===== src/hdl/cfg_loader_defs.svh =====
// What this block does
// - load eeprom into registers after reset, unprompted
// - two-wire bus master drives clock, addresses memory
// - target accesses get retry while load runs
// - byte 00 latency/grant into field 3Eh
// - vendor bytes 01-02, subsystem 03-04 loaded
// - bytes 07-0A lsb first into 24h
// - bytes 0B-0E lsb first into 28h
// - byte 05 bits 7,2,1 into enhancement control, bit 6 into phy programming enable
`ifndef CFG_LOADER_DEFS_SVH
`define CFG_LOADER_DEFS_SVH

// configuration space byte offsets
`define OFS_UID_UPPER 8'h24
`define OFS_UID_LOWER 8'h28
`define OFS_SUBSYS_ID 8'h2C
`define OFS_VENDOR_ID 8'h2D
`define OFS_LAT_GNT 8'h3E
`define OFS_HOST_CTRL_CFG 8'h40
`define OFS_HOST_CONTROL 8'h50
`define OFS_MISC_CONFIG 8'hF0
`define OFS_LINK_TUNING 8'hF4

// eeprom byte addresses
`define EE_LAT_GNT 5'h00
`define EE_VENDOR_LO 5'h01
`define EE_VENDOR_HI 5'h02
`define EE_SUBSYS_LO 5'h03
`define EE_SUBSYS_HI 5'h04
`define EE_LINK_BITS 5'h05
`define EE_MINI_ROM 5'h06
`define EE_UID_UPPER 5'h07
`define EE_UID_LOWER 5'h0B
`define EE_UID_END 5'h0F
`define EE_CTRL_10 5'h10
`define EE_CTRL_11 5'h11
`define EE_CTRL_12 5'h12
`define EE_CTRL_13 5'h13
`define EE_CIS 5'h14
`define EE_LAST 5'h14
`define EE_FIRST_WORD_ADDR 8'h00

// memory select bytes on the two-wire bus
`define EE_SELECT_WRITE 8'hA0
`define EE_SELECT_READ 8'hA1

// bits the load may touch, host may rewrite
`define HC_RELOAD_BIT 31
`define HC_PHY_PROG_BIT 23
`define HOST_CTRL_MASK 32'h0080_0000
`define LINK_TUNING_MASK 32'h0000_3386
`define MISC_CONFIG_MASK 32'h0000_A43F
`define HOST_CTRL_CFG_MASK 32'h0000_0001

// two-wire clock timing, quarter of a bit period
`define CLOCK_PERIOD_NS 10
`define SCL_QUARTER_NS 2500
`define SCL_QUARTER_CYCLES ((`SCL_QUARTER_NS + `CLOCK_PERIOD_NS - 1) / `CLOCK_PERIOD_NS)

`endif


===== src/hdl/cfg_loader_pkg.sv =====
`default_nettype none
package cfg_loader_pkg;
   // bus condition or byte the engine performs
   typedef enum logic [1:0] {OP_START = 2'b00, OP_STOP = 2'b01, OP_WRITE = 2'b10,
                             OP_READ = 2'b11} wire_op_e;
   // engine activity
   typedef enum logic [1:0] {ENG_IDLE = 2'b00, ENG_START = 2'b01, ENG_STOP = 2'b10,
                             ENG_XFER = 2'b11} eng_state_e;
   // loader sequence
   typedef enum logic [2:0] {LD_START1 = 3'b000, LD_SEL_W = 3'b001, LD_WADDR = 3'b010,
                             LD_START2 = 3'b011, LD_SEL_R = 3'b100, LD_READ = 3'b101,
                             LD_STOP = 3'b110, LD_IDLE = 3'b111} ld_state_e;
endpackage : cfg_loader_pkg
`default_nettype wire


===== src/hdl/two_wire_engine.sv =====
`include "cfg_loader_defs.svh"
`default_nettype none
module two_wire_engine #(
   parameter int QUARTER_CYCLES = `SCL_QUARTER_CYCLES
) (
   input wire logic clock,
   input wire logic reset,
   input wire logic cmd_valid,
   input wire cfg_loader_pkg::wire_op_e cmd_op,
   input wire logic [7:0] cmd_byte,
   input wire logic cmd_nack,
   input wire logic sda_level,
   output logic busy,
   output logic done,
   output logic [7:0] rx_byte,
   output logic rx_nack,
   output logic sda_low,
   output logic scl_low
);
   import cfg_loader_pkg::*;

   eng_state_e state_r; // current condition or transfer
   logic [15:0] tick_r; // cycles within a quarter
   logic [1:0] quarter_r; // quarter of the bit period
   logic [3:0] bit_cnt_r; // bit within a nine-bit transfer
   logic [8:0] shift_r; // bits to put on the data line
   logic [8:0] rx_r; // bits seen on the data line
   logic done_r;
   logic sda_low_r;
   logic scl_low_r;

   wire quarter_end = (tick_r == 16'(QUARTER_CYCLES - 1));
   wire last_quarter = quarter_end && (quarter_r == 2'h3);
   wire bits_over = (bit_cnt_r == 4'h8);
   // data line drive per condition and quarter
   wire sda_low_nxt = (state_r == ENG_START) ? (quarter_r[1]) :
                      (state_r == ENG_STOP) ? (~quarter_r[1]) :
                      (state_r == ENG_XFER) ? ~shift_r[8] : sda_low_r;
   // clock line: high in quarters 1 and 2, start keeps level in quarter 0
   wire scl_mid = (quarter_r == 2'h1) || (quarter_r == 2'h2);
   wire scl_low_nxt = (state_r == ENG_IDLE) ? scl_low_r :
                      (state_r == ENG_START && quarter_r == 2'h0) ? scl_low_r :
                      (state_r == ENG_STOP && quarter_r[1]) ? 1'b0 : ~scl_mid;

   // sequencing of quarters and bits
   always_ff @(posedge clock or posedge reset) begin
      if (reset) begin
         state_r <= ENG_IDLE;
         tick_r <= 16'h0000;
         quarter_r <= 2'h0;
         bit_cnt_r <= 4'h0;
         shift_r <= 9'h1FF;
         rx_r <= 9'h000;
         done_r <= 1'b0;
      end else begin
         done_r <= 1'b0;
         if (state_r == ENG_IDLE) begin
            tick_r <= 16'h0000;
            quarter_r <= 2'h0;
            bit_cnt_r <= 4'h0;
            if (cmd_valid) begin
               // read releases data and sends its own acknowledge bit
               shift_r <= (cmd_op == OP_READ) ? {8'hFF, cmd_nack} : {cmd_byte, 1'b1};
               state_r <= (cmd_op == OP_START) ? ENG_START :
                          (cmd_op == OP_STOP) ? ENG_STOP : ENG_XFER;
            end
         end else begin
            tick_r <= quarter_end ? 16'h0000 : tick_r + 16'h0001;
            if (quarter_end) begin
               quarter_r <= quarter_r + 2'h1;
            end
            // sample at the end of the clock-high time
            if (state_r == ENG_XFER && quarter_end && quarter_r == 2'h2) begin
               rx_r <= {rx_r[7:0], sda_level};
            end
            if (last_quarter) begin
               shift_r <= {shift_r[7:0], 1'b1};
               bit_cnt_r <= bit_cnt_r + 4'h1;
               if (state_r != ENG_XFER || bits_over) begin
                  state_r <= ENG_IDLE;
                  done_r <= 1'b1;
               end
            end
         end
      end
   end

   // line drive registered so pins never glitch
   always_ff @(posedge clock or posedge reset) begin
      if (reset) begin
         sda_low_r <= 1'b0;
         scl_low_r <= 1'b0;
      end else begin
         sda_low_r <= sda_low_nxt;
         scl_low_r <= scl_low_nxt;
      end
   end

   assign busy = (state_r != ENG_IDLE);
   assign done = done_r;
   assign rx_byte = rx_r[8:1];
   assign rx_nack = rx_r[0];
   assign sda_low = sda_low_r;
   assign scl_low = scl_low_r;
endmodule : two_wire_engine
`default_nettype wire


===== src/hdl/cfg_loader.sv =====
`include "cfg_loader_defs.svh"
`default_nettype none
module cfg_loader #(
   parameter int QUARTER_CYCLES = `SCL_QUARTER_CYCLES
) (
   input wire logic clock,
   input wire logic reset,
   input wire logic sda_in,
   output logic sda_out,
   output logic sda_oe,
   output logic scl_out,
   output logic scl_oe,
   input wire logic access_req,
   input wire logic access_write,
   input wire logic [7:0] access_addr,
   input wire logic [31:0] access_wdata,
   output logic access_done,
   output logic access_retry,
   output logic [31:0] access_rdata,
   output logic load_active,
   output logic load_failed,
   output logic [7:0] mini_rom_addr,
   output logic [7:0] cis_offset
);
   import cfg_loader_pkg::*;

   // merge one loaded byte into the masked bits of a register lane
   function automatic logic [31:0] merge_lane(input logic [31:0] cur, input logic [31:0] mask,
                                              input logic [1:0] lane, input logic [7:0] data);
      logic [31:0] wide;
      logic [31:0] lane_mask;
      wide = {24'h000000, data} << {lane, 3'b000};
      lane_mask = mask & (32'h0000_00FF << {lane, 3'b000});
      merge_lane = (cur & ~lane_mask) | (wide & lane_mask);
   endfunction : merge_lane

   // data pin synchroniser, first stage read only by the second
   logic sda_meta_r;
   logic sda_sync_r;

   // loader sequence
   ld_state_e state_r;
   logic wait_r; // a command is out at the engine
   logic cmd_valid_r; // one-cycle command strobe
   logic [4:0] idx_r; // eeprom byte being read
   logic loading_r;
   logic failed_r;

   // loaded registers
   logic [31:0] uid_upper_r;
   logic [31:0] uid_lower_r;
   logic [15:0] subsys_r;
   logic [15:0] vendor_r;
   logic [15:0] lat_gnt_r;
   logic [31:0] host_ctrl_cfg_r;
   logic [31:0] host_control_r;
   logic [31:0] misc_config_r;
   logic [31:0] link_tuning_r;
   logic [7:0] mini_rom_r;
   logic [7:0] cis_r;

   // target answer
   logic done_r;
   logic retry_r;
   logic [31:0] rdata_r;

   // engine handshake
   logic eng_busy;
   logic eng_done;
   logic [7:0] eng_rx;
   logic eng_nack;
   logic eng_sda_low;
   logic eng_scl_low;

   // engine command chosen by the sequence state
   wire wire_op_e cmd_op = (state_r == LD_START1 || state_r == LD_START2) ? OP_START :
                           (state_r == LD_READ) ? OP_READ :
                           (state_r == LD_STOP) ? OP_STOP : OP_WRITE;
   wire [7:0] cmd_byte = (state_r == LD_SEL_W) ? `EE_SELECT_WRITE :
                         (state_r == LD_SEL_R) ? `EE_SELECT_READ : `EE_FIRST_WORD_ADDR;
   wire last_byte = (idx_r == `EE_LAST);
   wire issue = (state_r != LD_IDLE) && !wait_r && !cmd_valid_r && !eng_busy;
   wire step = eng_done && wait_r;
   wire sel_nack = step && eng_nack &&
                   (state_r == LD_SEL_W || state_r == LD_WADDR || state_r == LD_SEL_R);
   wire byte_in = step && (state_r == LD_READ);

   // target access decode
   wire acc_rd = access_req && !access_write && !loading_r;
   wire acc_wr = access_req && access_write && !loading_r;
   wire hit_host_control = (access_addr == `OFS_HOST_CONTROL);
   wire reload_req = acc_wr && hit_host_control && access_wdata[`HC_RELOAD_BIT];
   wire wr_host_control = acc_wr && hit_host_control;
   wire wr_host_ctrl_cfg = acc_wr && (access_addr == `OFS_HOST_CTRL_CFG);
   wire wr_misc_config = acc_wr && (access_addr == `OFS_MISC_CONFIG);
   wire wr_link_tuning = acc_wr && (access_addr == `OFS_LINK_TUNING);
   wire [31:0] rd_mux =
      (access_addr == `OFS_UID_UPPER) ? uid_upper_r :
      (access_addr == `OFS_UID_LOWER) ? uid_lower_r :
      (access_addr == `OFS_SUBSYS_ID) ? {16'h0000, subsys_r} :
      (access_addr == `OFS_VENDOR_ID) ? {16'h0000, vendor_r} :
      (access_addr == `OFS_LAT_GNT) ? {16'h0000, lat_gnt_r} :
      (access_addr == `OFS_HOST_CTRL_CFG) ? host_ctrl_cfg_r :
      (access_addr == `OFS_HOST_CONTROL) ? host_control_r :
      (access_addr == `OFS_MISC_CONFIG) ? misc_config_r :
      (access_addr == `OFS_LINK_TUNING) ? link_tuning_r : 32'h0000_0000;

   // byte routing during the load
   wire [1:0] uid_lane = 2'(idx_r - `EE_UID_UPPER);
   wire [1:0] uid_lane_lo = 2'(idx_r - `EE_UID_LOWER);
   wire in_uid_upper = (idx_r >= `EE_UID_UPPER) && (idx_r < `EE_UID_LOWER);
   wire in_uid_lower = (idx_r >= `EE_UID_LOWER) && (idx_r < `EE_UID_END);

   // two flops before the data level is used
   always_ff @(posedge clock or posedge reset) begin
      if (reset) begin
         sda_meta_r <= 1'b1;
         sda_sync_r <= 1'b1;
      end else begin
         sda_meta_r <= sda_in;
         sda_sync_r <= sda_meta_r;
      end
   end

   // load sequence: start, select, word address, restart, select, reads, stop
   always_ff @(posedge clock or posedge reset) begin
      if (reset) begin
         state_r <= LD_START1;
         loading_r <= 1'b1;
         failed_r <= 1'b0;
         wait_r <= 1'b0;
         cmd_valid_r <= 1'b0;
         idx_r <= 5'h00;
      end else begin
         cmd_valid_r <= issue;
         if (issue) begin
            wait_r <= 1'b1;
         end else if (step) begin
            wait_r <= 1'b0;
         end
         if (sel_nack) begin
            // memory absent or busy: give up, registers keep what they hold
            state_r <= LD_STOP;
            failed_r <= 1'b1;
         end else if (step) begin
            unique case (state_r)
               LD_START1: state_r <= LD_SEL_W;
               LD_SEL_W: state_r <= LD_WADDR;
               LD_WADDR: state_r <= LD_START2;
               LD_START2: state_r <= LD_SEL_R;
               LD_SEL_R: state_r <= LD_READ;
               LD_READ: begin
                  // reserved tail bytes are never fetched
                  state_r <= last_byte ? LD_STOP : LD_READ;
                  idx_r <= idx_r + 5'h01;
               end
               LD_STOP: begin
                  state_r <= LD_IDLE;
                  loading_r <= 1'b0;
               end
               LD_IDLE: state_r <= LD_IDLE;
            endcase
         end else if (state_r == LD_IDLE && reload_req) begin
            // software-requested reload repeats the power-up sequence
            state_r <= LD_START1;
            loading_r <= 1'b1;
            failed_r <= 1'b0;
            idx_r <= 5'h00;
         end
      end
   end

   // loaded identifier and configuration words
   always_ff @(posedge clock or posedge reset) begin
      if (reset) begin
         uid_upper_r <= 32'h0000_0000;
         uid_lower_r <= 32'h0000_0000;
         subsys_r <= 16'h0000;
         vendor_r <= 16'h0000;
         lat_gnt_r <= 16'h0000;
         mini_rom_r <= 8'h00;
         cis_r <= 8'h00;
      end else if (byte_in) begin
         if (in_uid_upper) begin
            uid_upper_r[{uid_lane, 3'b000} +: 8] <= eng_rx;
         end
         if (in_uid_lower) begin
            uid_lower_r[{uid_lane_lo, 3'b000} +: 8] <= eng_rx;
         end
         if (idx_r == `EE_LAT_GNT) begin
            lat_gnt_r <= {4'h0, eng_rx[7:4], 4'h0, eng_rx[3:0]};
         end
         if (idx_r == `EE_VENDOR_LO) begin
            vendor_r[7:0] <= eng_rx;
         end
         if (idx_r == `EE_VENDOR_HI) begin
            vendor_r[15:8] <= eng_rx;
         end
         if (idx_r == `EE_SUBSYS_LO) begin
            subsys_r[7:0] <= eng_rx;
         end
         if (idx_r == `EE_SUBSYS_HI) begin
            subsys_r[15:8] <= eng_rx;
         end
         if (idx_r == `EE_MINI_ROM) begin
            mini_rom_r <= eng_rx;
         end
         if (idx_r == `EE_CIS) begin
            cis_r <= eng_rx;
         end
      end
   end

   // control registers: loaded bits, host may rewrite the same bits later
   always_ff @(posedge clock or posedge reset) begin
      if (reset) begin
         host_ctrl_cfg_r <= 32'h0000_0000;
         host_control_r <= 32'h0000_0000;
         misc_config_r <= 32'h0000_0000;
         link_tuning_r <= 32'h0000_0000;
      end else if (byte_in) begin
         if (idx_r == `EE_LINK_BITS) begin
            // bit 6 goes to the phy programming enable, bits 7, 2 and 1 stay in lane 0
            link_tuning_r <= merge_lane(link_tuning_r, `LINK_TUNING_MASK, 2'h0, eng_rx);
            host_control_r[`HC_PHY_PROG_BIT] <= eng_rx[6];
         end
         if (idx_r == `EE_CTRL_10) begin
            link_tuning_r <= merge_lane(link_tuning_r, `LINK_TUNING_MASK, 2'h1, eng_rx);
         end
         if (idx_r == `EE_CTRL_11) begin
            misc_config_r <= merge_lane(misc_config_r, `MISC_CONFIG_MASK, 2'h0, eng_rx);
         end
         if (idx_r == `EE_CTRL_12) begin
            misc_config_r <= merge_lane(misc_config_r, `MISC_CONFIG_MASK, 2'h1, eng_rx);
         end
         if (idx_r == `EE_CTRL_13) begin
            host_ctrl_cfg_r <= merge_lane(host_ctrl_cfg_r, `HOST_CTRL_CFG_MASK, 2'h0,
                                          eng_rx);
         end
      end else begin
         // host writes reach only the loadable bits; the reload bit is not stored
         if (wr_host_control) begin
            host_control_r <= access_wdata & `HOST_CTRL_MASK;
         end
         if (wr_host_ctrl_cfg) begin
            host_ctrl_cfg_r <= access_wdata & `HOST_CTRL_CFG_MASK;
         end
         if (wr_misc_config) begin
            misc_config_r <= access_wdata & `MISC_CONFIG_MASK;
         end
         if (wr_link_tuning) begin
            link_tuning_r <= access_wdata & `LINK_TUNING_MASK;
         end
      end
   end

   // target answer one cycle after the request
   always_ff @(posedge clock or posedge reset) begin
      if (reset) begin
         done_r <= 1'b0;
         retry_r <= 1'b0;
         rdata_r <= 32'h0000_0000;
      end else begin
         retry_r <= access_req && loading_r;
         done_r <= access_req && !loading_r;
         if (acc_rd) begin
            rdata_r <= rd_mux;
         end
      end
   end

   // bit-level engine; the loader is its only client
   two_wire_engine #(
      .QUARTER_CYCLES(QUARTER_CYCLES)
   ) engine (
      .clock(clock),
      .reset(reset),
      .cmd_valid(cmd_valid_r),
      .cmd_op(cmd_op),
      .cmd_byte(cmd_byte),
      .cmd_nack(last_byte),
      .sda_level(sda_sync_r),
      .busy(eng_busy),
      .done(eng_done),
      .rx_byte(eng_rx),
      .rx_nack(eng_nack),
      .sda_low(eng_sda_low),
      .scl_low(eng_scl_low)
   );

   // open-drain pins: only ever pull low
   assign sda_out = 1'b0;
   assign scl_out = 1'b0;
   assign sda_oe = eng_sda_low;
   assign scl_oe = eng_scl_low;
   assign access_done = done_r;
   assign access_retry = retry_r;
   assign access_rdata = rdata_r;
   assign load_active = loading_r;
   assign load_failed = failed_r;
   assign mini_rom_addr = mini_rom_r;
   assign cis_offset = cis_r;
endmodule : cfg_loader
`default_nettype wire


===== config.mk =====
export PLATFORM = sky130hd
export DESIGN_NAME = cfg_loader
export DESIGN_NICKNAME = d
export VERILOG_FILES = /design/src/hdl/cfg_loader_pkg.sv /design/src/hdl/two_wire_engine.sv /design/src/hdl/cfg_loader.sv
export VERILOG_INCLUDE_DIRS = /design/src /design/src/hdl
export SDC_FILE = /design/constraint.sdc
export NUM_CORES = 1
export LEC_CHECK = 0
export BUFFER_PORTS_ARGS = -buffer_cell sky130_fd_sc_hd__buf_2
export CORE_ASPECT_RATIO = 1.1
export CORE_MARGIN = 1.5
export CORE_UTILIZATION = 30
export CTS_CLUSTER_DIAMETER = 60
export DETAILED_ROUTE_END_ITERATION = 16
export SETUP_SLACK_MARGIN = 0.5
export SYNTH_ARGS = -nofsm -noshare
export SYNTH_HDL_FRONTEND = slang
export SYNTH_HIERARCHICAL = 1
export SYNTH_SLANG_ARGS = --single-unit

===== constraint.sdc =====
create_clock -name clock -period 10.3 [get_ports clock]
set_input_delay 0.515 -clock clock [delete_from_list [all_inputs] [get_ports clock]]
set_output_delay 0.515 -clock clock [all_outputs]
set_load 0.1 [all_outputs]

==> impl_metrics.ini, run 1 <==
[routing]
wl_per_cell_um = 17.9
first_iter_violations = 651
ant_nets = 0
vias = 8374
drc = 0
wirelength_um = 29300
via_per_inst = 5.12
first_pass_iters = 5

[power]
power_density_mw_per_mm2 = 159
ir_drop_mv = 0.120
seq_power_share = 0.454
power.leakage_uw = 0.00576
comb_power_share = 0.050
total_power_uw = 2020
p_sw_uw = 471
p_int_uw = 1550
clkPwrFrac = 0.496
switching_share = 0.233

[setup_path]
cp-end-kind = flop
crit_type = flop to flop
critPathLaunchType = flop
cp_max_fo = 14
critPathRequiredTime_ns = 10.70
reg2reg_depth = 5
crit_arrival_ns = 3.18

[global_route]
grt_start_max_net_pins = 113
grt_pass1_wl_um = 46000
grt_pass1_vias = 8062
track_usage = 0.156
antenna_found_initial = 4
gr-total-overflow = 0

[sta]
rsz0062_at_grt = false
skew_ns = 0.0270
worst_pin_slew_ns = 1.11
finalHoldViolCount = 0
finalCritPeriodShare = 0.269
fin_setup_tns_ns = 0
slew_headroom = 0.254
fin_ws_ns = 7.53
max_freq_mhz = 361
slew_viol_final = 0
setup_violations = 0
fin_crit_ns = 2.77

[floorplanning]
rows = 73
initial_utilization = 0.303
die_y_um = 203
coreArea_mm2 = 0.0360
die_w_um = 185
ios = 101
die_area_mm2 = 0.0375

[flow_run]
maxCapViolCount = 0

[clock_tree]
cts_buffer_depth = 3
clock_latency_ns = 0.55
cts_sinks = 231
htreeDepth = 1
post_cts_resize_count = 0
cts-root-buf = clkbuf_16
cts_tree = yes
cts_hold_buf = 0
path_clk_slew_ns = 0.06
numCtsBuffers = 28
postCtsSetupBuffers = 0

[min_path]
min_path_type = input pin to async pin

[yosys]
synth_seq_cells = 231
netlist_instances = 1063
async_flop_share = 1.00
netlist_area_mm2 = 0.0109
synth_edf_count = 0
ys_types = 71
synthFlopType = dfrtp_1
syn_area_per_cell_um2 = 10.2
ys_seq_area_frac = 0.532
yosysWarnings = 6

[place]
dpl-instance-area_mm2 = 0.0118
port_buffers = 81
hpwl_um = 19500
gp_congestion = 0.795
post-place-ws_ns = 7.33

[layout]
synthToLayoutAreaGrowth_pct = 16.9
design_area_mm2 = 0.0127
fin_nets = 1182
postLayoutCoreUtil = 0.354
drive_above_1_share = 0.229

[run_status]
outcome = completed
==> routing by layer <==
metal / GRT usage / wire length [um] / vias to the layer above
met5: 0 / 28 / -
met4: 0.0319 / 490 / 4
met1: 0.217 / 13300 / 4222
met3: 0.0282 / 1550 / 37
li1: - / - / 3928
met2: 0.254 / 13900 / 183
==> final timing paths <==
path                                     start  slack (ns)                end
setup reg to reg           engine/quarter_r[1]        7.53  engine/state_r[1]
max in group asynchronous                reset        8.76       subsys_r[14]
hold / removal                           reset        0.11       lat_gnt_r[3]
setup / recovery           engine/quarter_r[1]        7.53  engine/state_r[1]
hold reg to reg                     sda_meta_r        0.36         sda_sync_r
min in group clock                      sda_in        0.11         sda_meta_r
==> power groups by stage <==
stage                     combinational, uW  sequential [uW]  clock (uW)
after global placement                  103              934           0
final                                   102              917        1000
after global routing                    110              918        1060
after CTS                               103              917        1030
after floorplan                        35.9              974           0
after detailed placement                103              934           0
==> kinds of logic after synthesis <==
| kind of cell | after synthesis | synth area share |
|---|---|---|
| mux | 95 | 0.0974 |
| xor+xnor | 18 | 0.0145 |
| compound gates | 233 | 0.137 |
| simple gates | 383 | 0.172 |
| fa+ha+maj | 12 | 0.0138 |
| other cells | 1 | 0.000344 |
| buf+inv | 90 | 0.0331 |
| flops | 231 | 0.532 |
==> Yosys cell counts (all sizes together) (5+ instances only) <==
library cell	n	area, um^2
nand4	16	100
dfrtp	219	5480
a21oi	41	205
xnor2	15	131
nor2b	8	50.1
or4	5	45.0
or3	6	37.5
a221oi	17	149
mux2	88	991
dfstp	12	315
o211ai	9	67.6
nor2	104	414
nand3	40	200
a21o	7	52.6
nand2	121	457
ha	12	150
nor3	27	150
and2	13	81.3
and3	11	68.8
mux2i	7	70.1
a22oi	13	97.6
nor4	10	75.1
inv	23	86.3
a31oi	13	81.3
a32oi	6	52.6
a32o	5	50.1
buf	11	63.8
o21ai	88	440
clkbuf	56	210
a22o	5	43.8
==> critical path, stage by stage (launching register included) <==
cell and delay [ns]:
dfrtp_1 0.44, ha_1 0.52, nor4bb_1 0.35, nand4b_1 0.60, or3_1 0.59, o311a_1 0.14
==> cell type report <==
cell class,instances,area (um^2)
clock buffers,42,853
flip-flops and latches,231,5800
multi-input cells,748,4770
inverters,23,93.8
diodes,2,5.00
repair buffers,93,495
fillers,3696,23300
clock inverters,9,116
well taps,487,609
==> cells in the final DEF, fill, tap and decap left out, drive strengths merged, types with 8 or more instances in the layout <==
master / count
and3: 11
o211ai: 9
a31oi: 13
o21ai: 88
nor3: 27
ha: 12
xnor2: 15
a22oi: 13
buf: 93
nand4: 16
nor2: 104
nand2: 121
dfrtp: 219
a21oi: 41
nor2b: 8
and2: 13
clkbuf: 42
dfstp: 12
nor4: 10
mux2: 88
inv: 22
a221oi: 17
nand3: 40
==> state kept, by name (all words and copies together) (netlist names), 8 cells and up <==
signal          count
uid_upper_r        32
engine/rx_r         9
subsys_r           16
access_rdata       32
lat_gnt_r           8
engine/tick_r      16
cis_offset          8
mini_rom_addr       8
vendor_r           16
misc_config_r       9
engine/shift_r      9
uid_lower_r        32
==> metrics by stage <==
| stage | std cells | hold slack (ns) |
|---|---|---|
| floorplan | 1069 | 0.345 |
| global placement | 1582 | 0.363 |
| detailed placement | 1582 | 0.363 |
| CTS | 1633 | 0.0891 |
| global route | 1633 | 0.0902 |
| finish | 1635 | 0.108 |
Power figures use the tool's default switching activity.
==> run 2, diff against run 1 <==
==> constraint.sdc (replaced) <==
create_clock -name clock -period 2.5 [get_ports clock]
set_input_delay 0.125 -clock clock [delete_from_list [all_inputs] [get_ports clock]]
set_output_delay 0.125 -clock clock [all_outputs]
set_load 0.1 [all_outputs]
==> run 2 against run 1 <==
Effect of this change: wire length is 4.1% higher; total power grew to 4.1 times the previous value; register-to-register slack worse by 7.2 ns; die area unchanged; critical path depth fell by 1; clock-buffer cell count decreased by 1; largest power group unchanged.
==> impl_metrics.ini, run 2 (synthesis gave the netlist of run 1 again) <==
[layout]
drive_above_1_share = 0.274
final_cell_mix = 213 x dfrtp_1, 120 x nand2_1, 99 x nor2_1, 81 x buf_2
fin_cells = 1697
final_common_cell = dfrtp_1
fin_nets = 1247
synthToLayoutAreaGrowth_pct = 23.3

[power]
power.leakage_uw = 0.00605
switching_share = 0.235
ir_drop_mv = 0.458
power_density_mw_per_mm2 = 619
p_sw_uw = 1950
p_int_uw = 6360
comb_power_share = 0.055
clkPwrFrac = 0.491
seq_power_share = 0.455

[sta]
max_freq_mhz = 452
skew_ns = 0.0210
worst_pin_slew_ns = 1.17
finalCritPeriodShare = 0.885
rsz0062_at_grt = true
slew_viol_final = 0
slew_headroom = 0.212
holdWs_ns = 0.0857
finalHoldViolCount = 0
fin_setup_tns_ns = 0
setup_violations = 0
fin_crit_ns = 2.21

[setup_path]
critPathLaunchType = flop
cp_max_fo = 5
crit_arrival_ns = 2.64
cp-end-kind = flop
crit_start = engine/tick_r[9]
reg2reg_from = engine/tick_r[9]
critPathRequiredTime_ns = 2.93
reg2reg_depth = 4
crit_type = flop to flop

[clock_tree]
cts-root-buf = clkbuf_16
cts_tree = yes
clock_latency_ns = 0.55
cts_sinks = 231
htreeDepth = 1
cts_buffer_depth = 3
numCtsBuffers = 27
path_clk_slew_ns = 0.06

[min_path]
hold_path_depth = 5
holdCritStartpoint = access_write
min_path_type = input pin to flop

[global_route]
grt_pass1_vias = 8484
antenna_found_initial = 2
grt_start_max_net_pins = 138
gr-total-overflow = 0
track_usage = 0.164
grt_pass1_wl_um = 48400

[routing]
wl_per_cell_um = 17.9
ant_nets = 0
first_pass_iters = 5
wirelength_um = 30500
drc = 0
first_iter_violations = 765
vias = 8586
via_per_inst = 5.06

[floorplanning]
rows = 73
ios = 101
initial_utilization = 0.303
die_area_mm2 = 0.0375
coreArea_mm2 = 0.0360
die_w_um = 185
die_y_um = 203

[run_status]
outcome = completed

[place]
placedCellCount = 1615
port_buffers = 81
gp_congestion = 0.847
hpwl_um = 20300

[flow_run]
maxCapViolCount = 0
==> run 2: metrics by stage <==
step,worst slack (ns),power [uW],instance area (um^2),utilization
2_1_floorplan,-0.0151,4160,11000,-
3_3_place_gp,0.268,4280,12100,0.336
3_5_place_dp,0.236,4280,12100,0.336
4_1_cts,0.285,8380,13300,0.369
5_1_grt,0.241,8580,13400,0.373
6_report,0.287,8310,13400,0.373
==> run 2: power by group through the flow <==
stage	Sequential (uW)	Clock, uW	Combinational (uW)
CTS	3780	4140	460
global route	3780	4310	488
floorplan	4010	0	149
global placement	3850	0	434
finish	3780	4080	454
detailed placement	3850	0	436
==> run 2: cell type report <==
type / instances / area [um^2]
timing repair buffer: 158 / 1060
multi-input combinational: 749 / 4940
clock buffer: 41 / 798
sequential: 231 / 5810
clock inverter: 7 / 118
fill: 3618 / 22600
tap: 487 / 609
inverter: 23 / 90.1
antenna: 1 / 2.50
==> run 2: timing repair <==
item / 4_1_cts / 5_1_grt
hold endpoints to repair: 234 / 0
cloned: 1 / 0
buffers inserted: 6 / 9
hold buffers: 17 / 0
resized for setup: 22 / 13
pin swaps: 4 / 7
endpoints found under the setup margin: 125 / 141
==> run 2: worst max-delay path, stage by stage (launching register included) <==
cell and delay [ns]:
dfrtp_1 0.38, or4b_4 0.55, or4_4 0.62, nor2_4 0.24
mux2_4 0.32
==> run 2: metal layers <==
layer  GRT usage  up-vias  wire length [um]  part of all wire
met5           0        -                13           0.00043
met4      0.0377        2               520             0.017
met3      0.0273       51              1500             0.049
met2       0.269      205             14400              0.47
met1       0.225     4273             14000              0.46
li1            -     4055                 -                 -
==> run 2: worst paths after layout <==
path                                             to  slack, ns
worst max-delay path                 engine/rx_r[5]       0.29
worst min-delay path                access_rdata[2]       0.09
worst max register to register       engine/rx_r[5]       0.29
worst min register to register           sda_sync_r       0.35
max in group asynchronous         engine/shift_r[2]       1.37
min in group asynchronous       engine/quarter_r[0]       0.32
==> run 3, diff against run 2 <==
--- a/config.mk
+++ b/config.mk
@@ -7,12 +7,11 @@
 export NUM_CORES = 1
 export LEC_CHECK = 0
 export BUFFER_PORTS_ARGS = -buffer_cell sky130_fd_sc_hd__buf_2
-export CORE_ASPECT_RATIO = 1.1
+export CORE_ASPECT_RATIO = 1.4
 export CORE_MARGIN = 1.5
 export CORE_UTILIZATION = 30
 export CTS_CLUSTER_DIAMETER = 60
 export DETAILED_ROUTE_END_ITERATION = 16
-export SETUP_SLACK_MARGIN = 0.5
 export SYNTH_ARGS = -nofsm -noshare
 export SYNTH_HDL_FRONTEND = slang
 export SYNTH_HIERARCHICAL = 1
==> run 3 against run 2 <==
Effect of this change: sequential share of layout area grew 1.0 points; total power decreased by 2.6%; highest routed layer is now met4; critical path depth stayed put.
==> impl_metrics.ini, run 3 (synthesis gave the netlist of run 1 again) <==
[setup_path]
crit_slowest_cell = or4_4
rrSetupSlack_ns = 0.18
crit_start = engine/tick_r[8]
critPathLaunchType = flop
cp-end-kind = flop
critPathBufInv = 0
crit_arrival_ns = 2.75
crit_type = flop to flop
r2r_end = engine/rx_r[4]
reg2reg_from = engine/tick_r[8]
path_depth = 4
setup.worst_path.end = engine/rx_r[4]
critical-path-top-delay-family = simple AND/OR/NAND/NOR gates
cp_max_fo = 9
reg2reg_depth = 4
critPathRequiredTime_ns = 2.93
crit_chain = or4b_1, or4_4, nor2_8, mux2_2
cpPeakStageDelay_ns = 0.60

[floorplanning]
coreArea_mm2 = 0.0358
die_area_mm2 = 0.0375
ios = 101
die_y_um = 228
die_w_um = 164
rows = 82
initial_utilization = 0.304

[flow_run]
maxCapViolCount = 0

[place]
post-place-ws_ns = 0.193
placedCellCount = 1594
dpl-instance-area_mm2 = 0.0121
hpwl_um = 21100
gp_congestion = 0.815
port_buffers = 81

[routing]
wl_per_cell_um = 18.2
vias = 8496
first_pass_iters = 5
wirelength_um = 30200
ant_nets = 0
drc = 0
via_per_inst = 5.13
first_iter_violations = 515

[min_path]
min_path_type = input pin to flop
hold_path_depth = 3

[power]
power_density_mw_per_mm2 = 619
switching_share = 0.240
p_int_uw = 6150
power.leakage_uw = 0.00596
comb_power_share = 0.056
seq_power_share = 0.466
clkPwrFrac = 0.477
p_sw_uw = 1950
ir_drop_mv = 0.469

[sta]
slew_headroom = 0.353
finalHoldViolCount = 0
fin_crit_ns = 2.32
finalCritPeriodShare = 0.927
rsz0062_at_grt = false
slew_viol_final = 0
worst_pin_slew_ns = 0.971
skew_ns = 0.0208
setup_violations = 0
fin_ws_ns = 0.182
max_freq_mhz = 431

[layout]
seq_area_mm2 = 0.00580
multi_input_area_mm2 = 0.00476
fin_nets = 1232
final_common_cell = dfrtp_1
fin_cells = 1657
synthToLayoutAreaGrowth_pct = 20.1
final_cell_mix = 219 x dfrtp_1, 120 x nand2_1, 100 x nor2_1, 88 x mux2_2, 81 x buf_2
postLayoutCoreUtil = 0.365
design_area_mm2 = 0.0131
drive_above_1_share = 0.245
fillers = 3564

[run_status]
outcome = completed

[global_route]
track_usage = 0.164
grt_start_max_net_pins = 73
grt_pass1_wl_um = 48100
gr-total-overflow = 0
antenna_found_initial = 1
grt_pass1_vias = 8499

[clock_tree]
postCtsSetupBuffers = 0
cts_buffer_depth = 3
post_cts_resize_count = 0
path_clk_slew_ns = 0.06
numCtsBuffers = 25
cts_sinks = 231
cts_tree = yes
cts-root-buf = clkbuf_16
clock_latency_ns = 0.55
cts_hold_buf = 16
htreeDepth = 1
## run 3: changes by cell type in the layout (fill, tap and decap cells not counted), moves of 5 or more
| cell | before | now |
|---|---|---|
| buf_4 | 57 | 44 |
| dfrtp_1 | 213 | 219 |
| dfrtp_2 | 6 | 0 |
| mux2_4 | 9 | 0 |
| mux2_2 | 79 | 88 |
| nand3_1 | 35 | 40 |
## run 3: cell type report
class	count	area share
inverters	23	0.00688
multi-input cells	748	0.364
clock inverters	13	0.0125
clock buffers	33	0.0532
well taps	462	0.0442
diodes	1	0.000191
flip-flops and latches	231	0.443
repair buffers	146	0.0761
## run 3: tightest hold or removal path, delay by kind of cell
family                 cells  cell delay [ns]
buffers and inverters      1             0.11
AO/OA/AOI/OAI              1             0.13
multiplexers               1             0.14
## run 3: how the worst min path moves through the flow
stage | start | to
CTS | access_wdata[8] | link_tuning_r[8]
global placement | reset | load_failed
floorplan | sda_in | sda_meta_r
finish | access_wdata[8] | link_tuning_r[8]
global route | access_wdata[8] | link_tuning_r[8]
detailed placement | reset | load_failed
## run 3: through the flow
stage | total power (uW) | hold WS [ns] | setup TNS (ns)
6_report | 8100 | 0.0115 | 0
3_3_place_gp | 4280 | 0.127 | 0
4_1_cts | 8200 | 0.00373 | 0
3_5_place_dp | 4290 | 0.135 | 0
5_1_grt | 8380 | 0.0282 | 0
2_1_floorplan | 4160 | 0.129 | -2.76
## run 3: power by group through the flow
stage	Combinational [uW]	Clock [uW]	Sequential, uW
2_1_floorplan	148	0	4010
3_3_place_gp	440	0	3840
3_5_place_dp	442	0	3840
4_1_cts	464	3960	3780
5_1_grt	493	4110	3780
6_report	457	3860	3780
## run 3: per-layer routing
metal	wire length, um	GRT usage	up-vias	part of all wire
li1	-	-	4031	-
met1	12300	0.201	4219	0.41
met5	0	0	-	0
met4	865	0.0571	0	0.029
met3	1630	0.0265	52	0.054
met2	15400	0.288	194	0.51
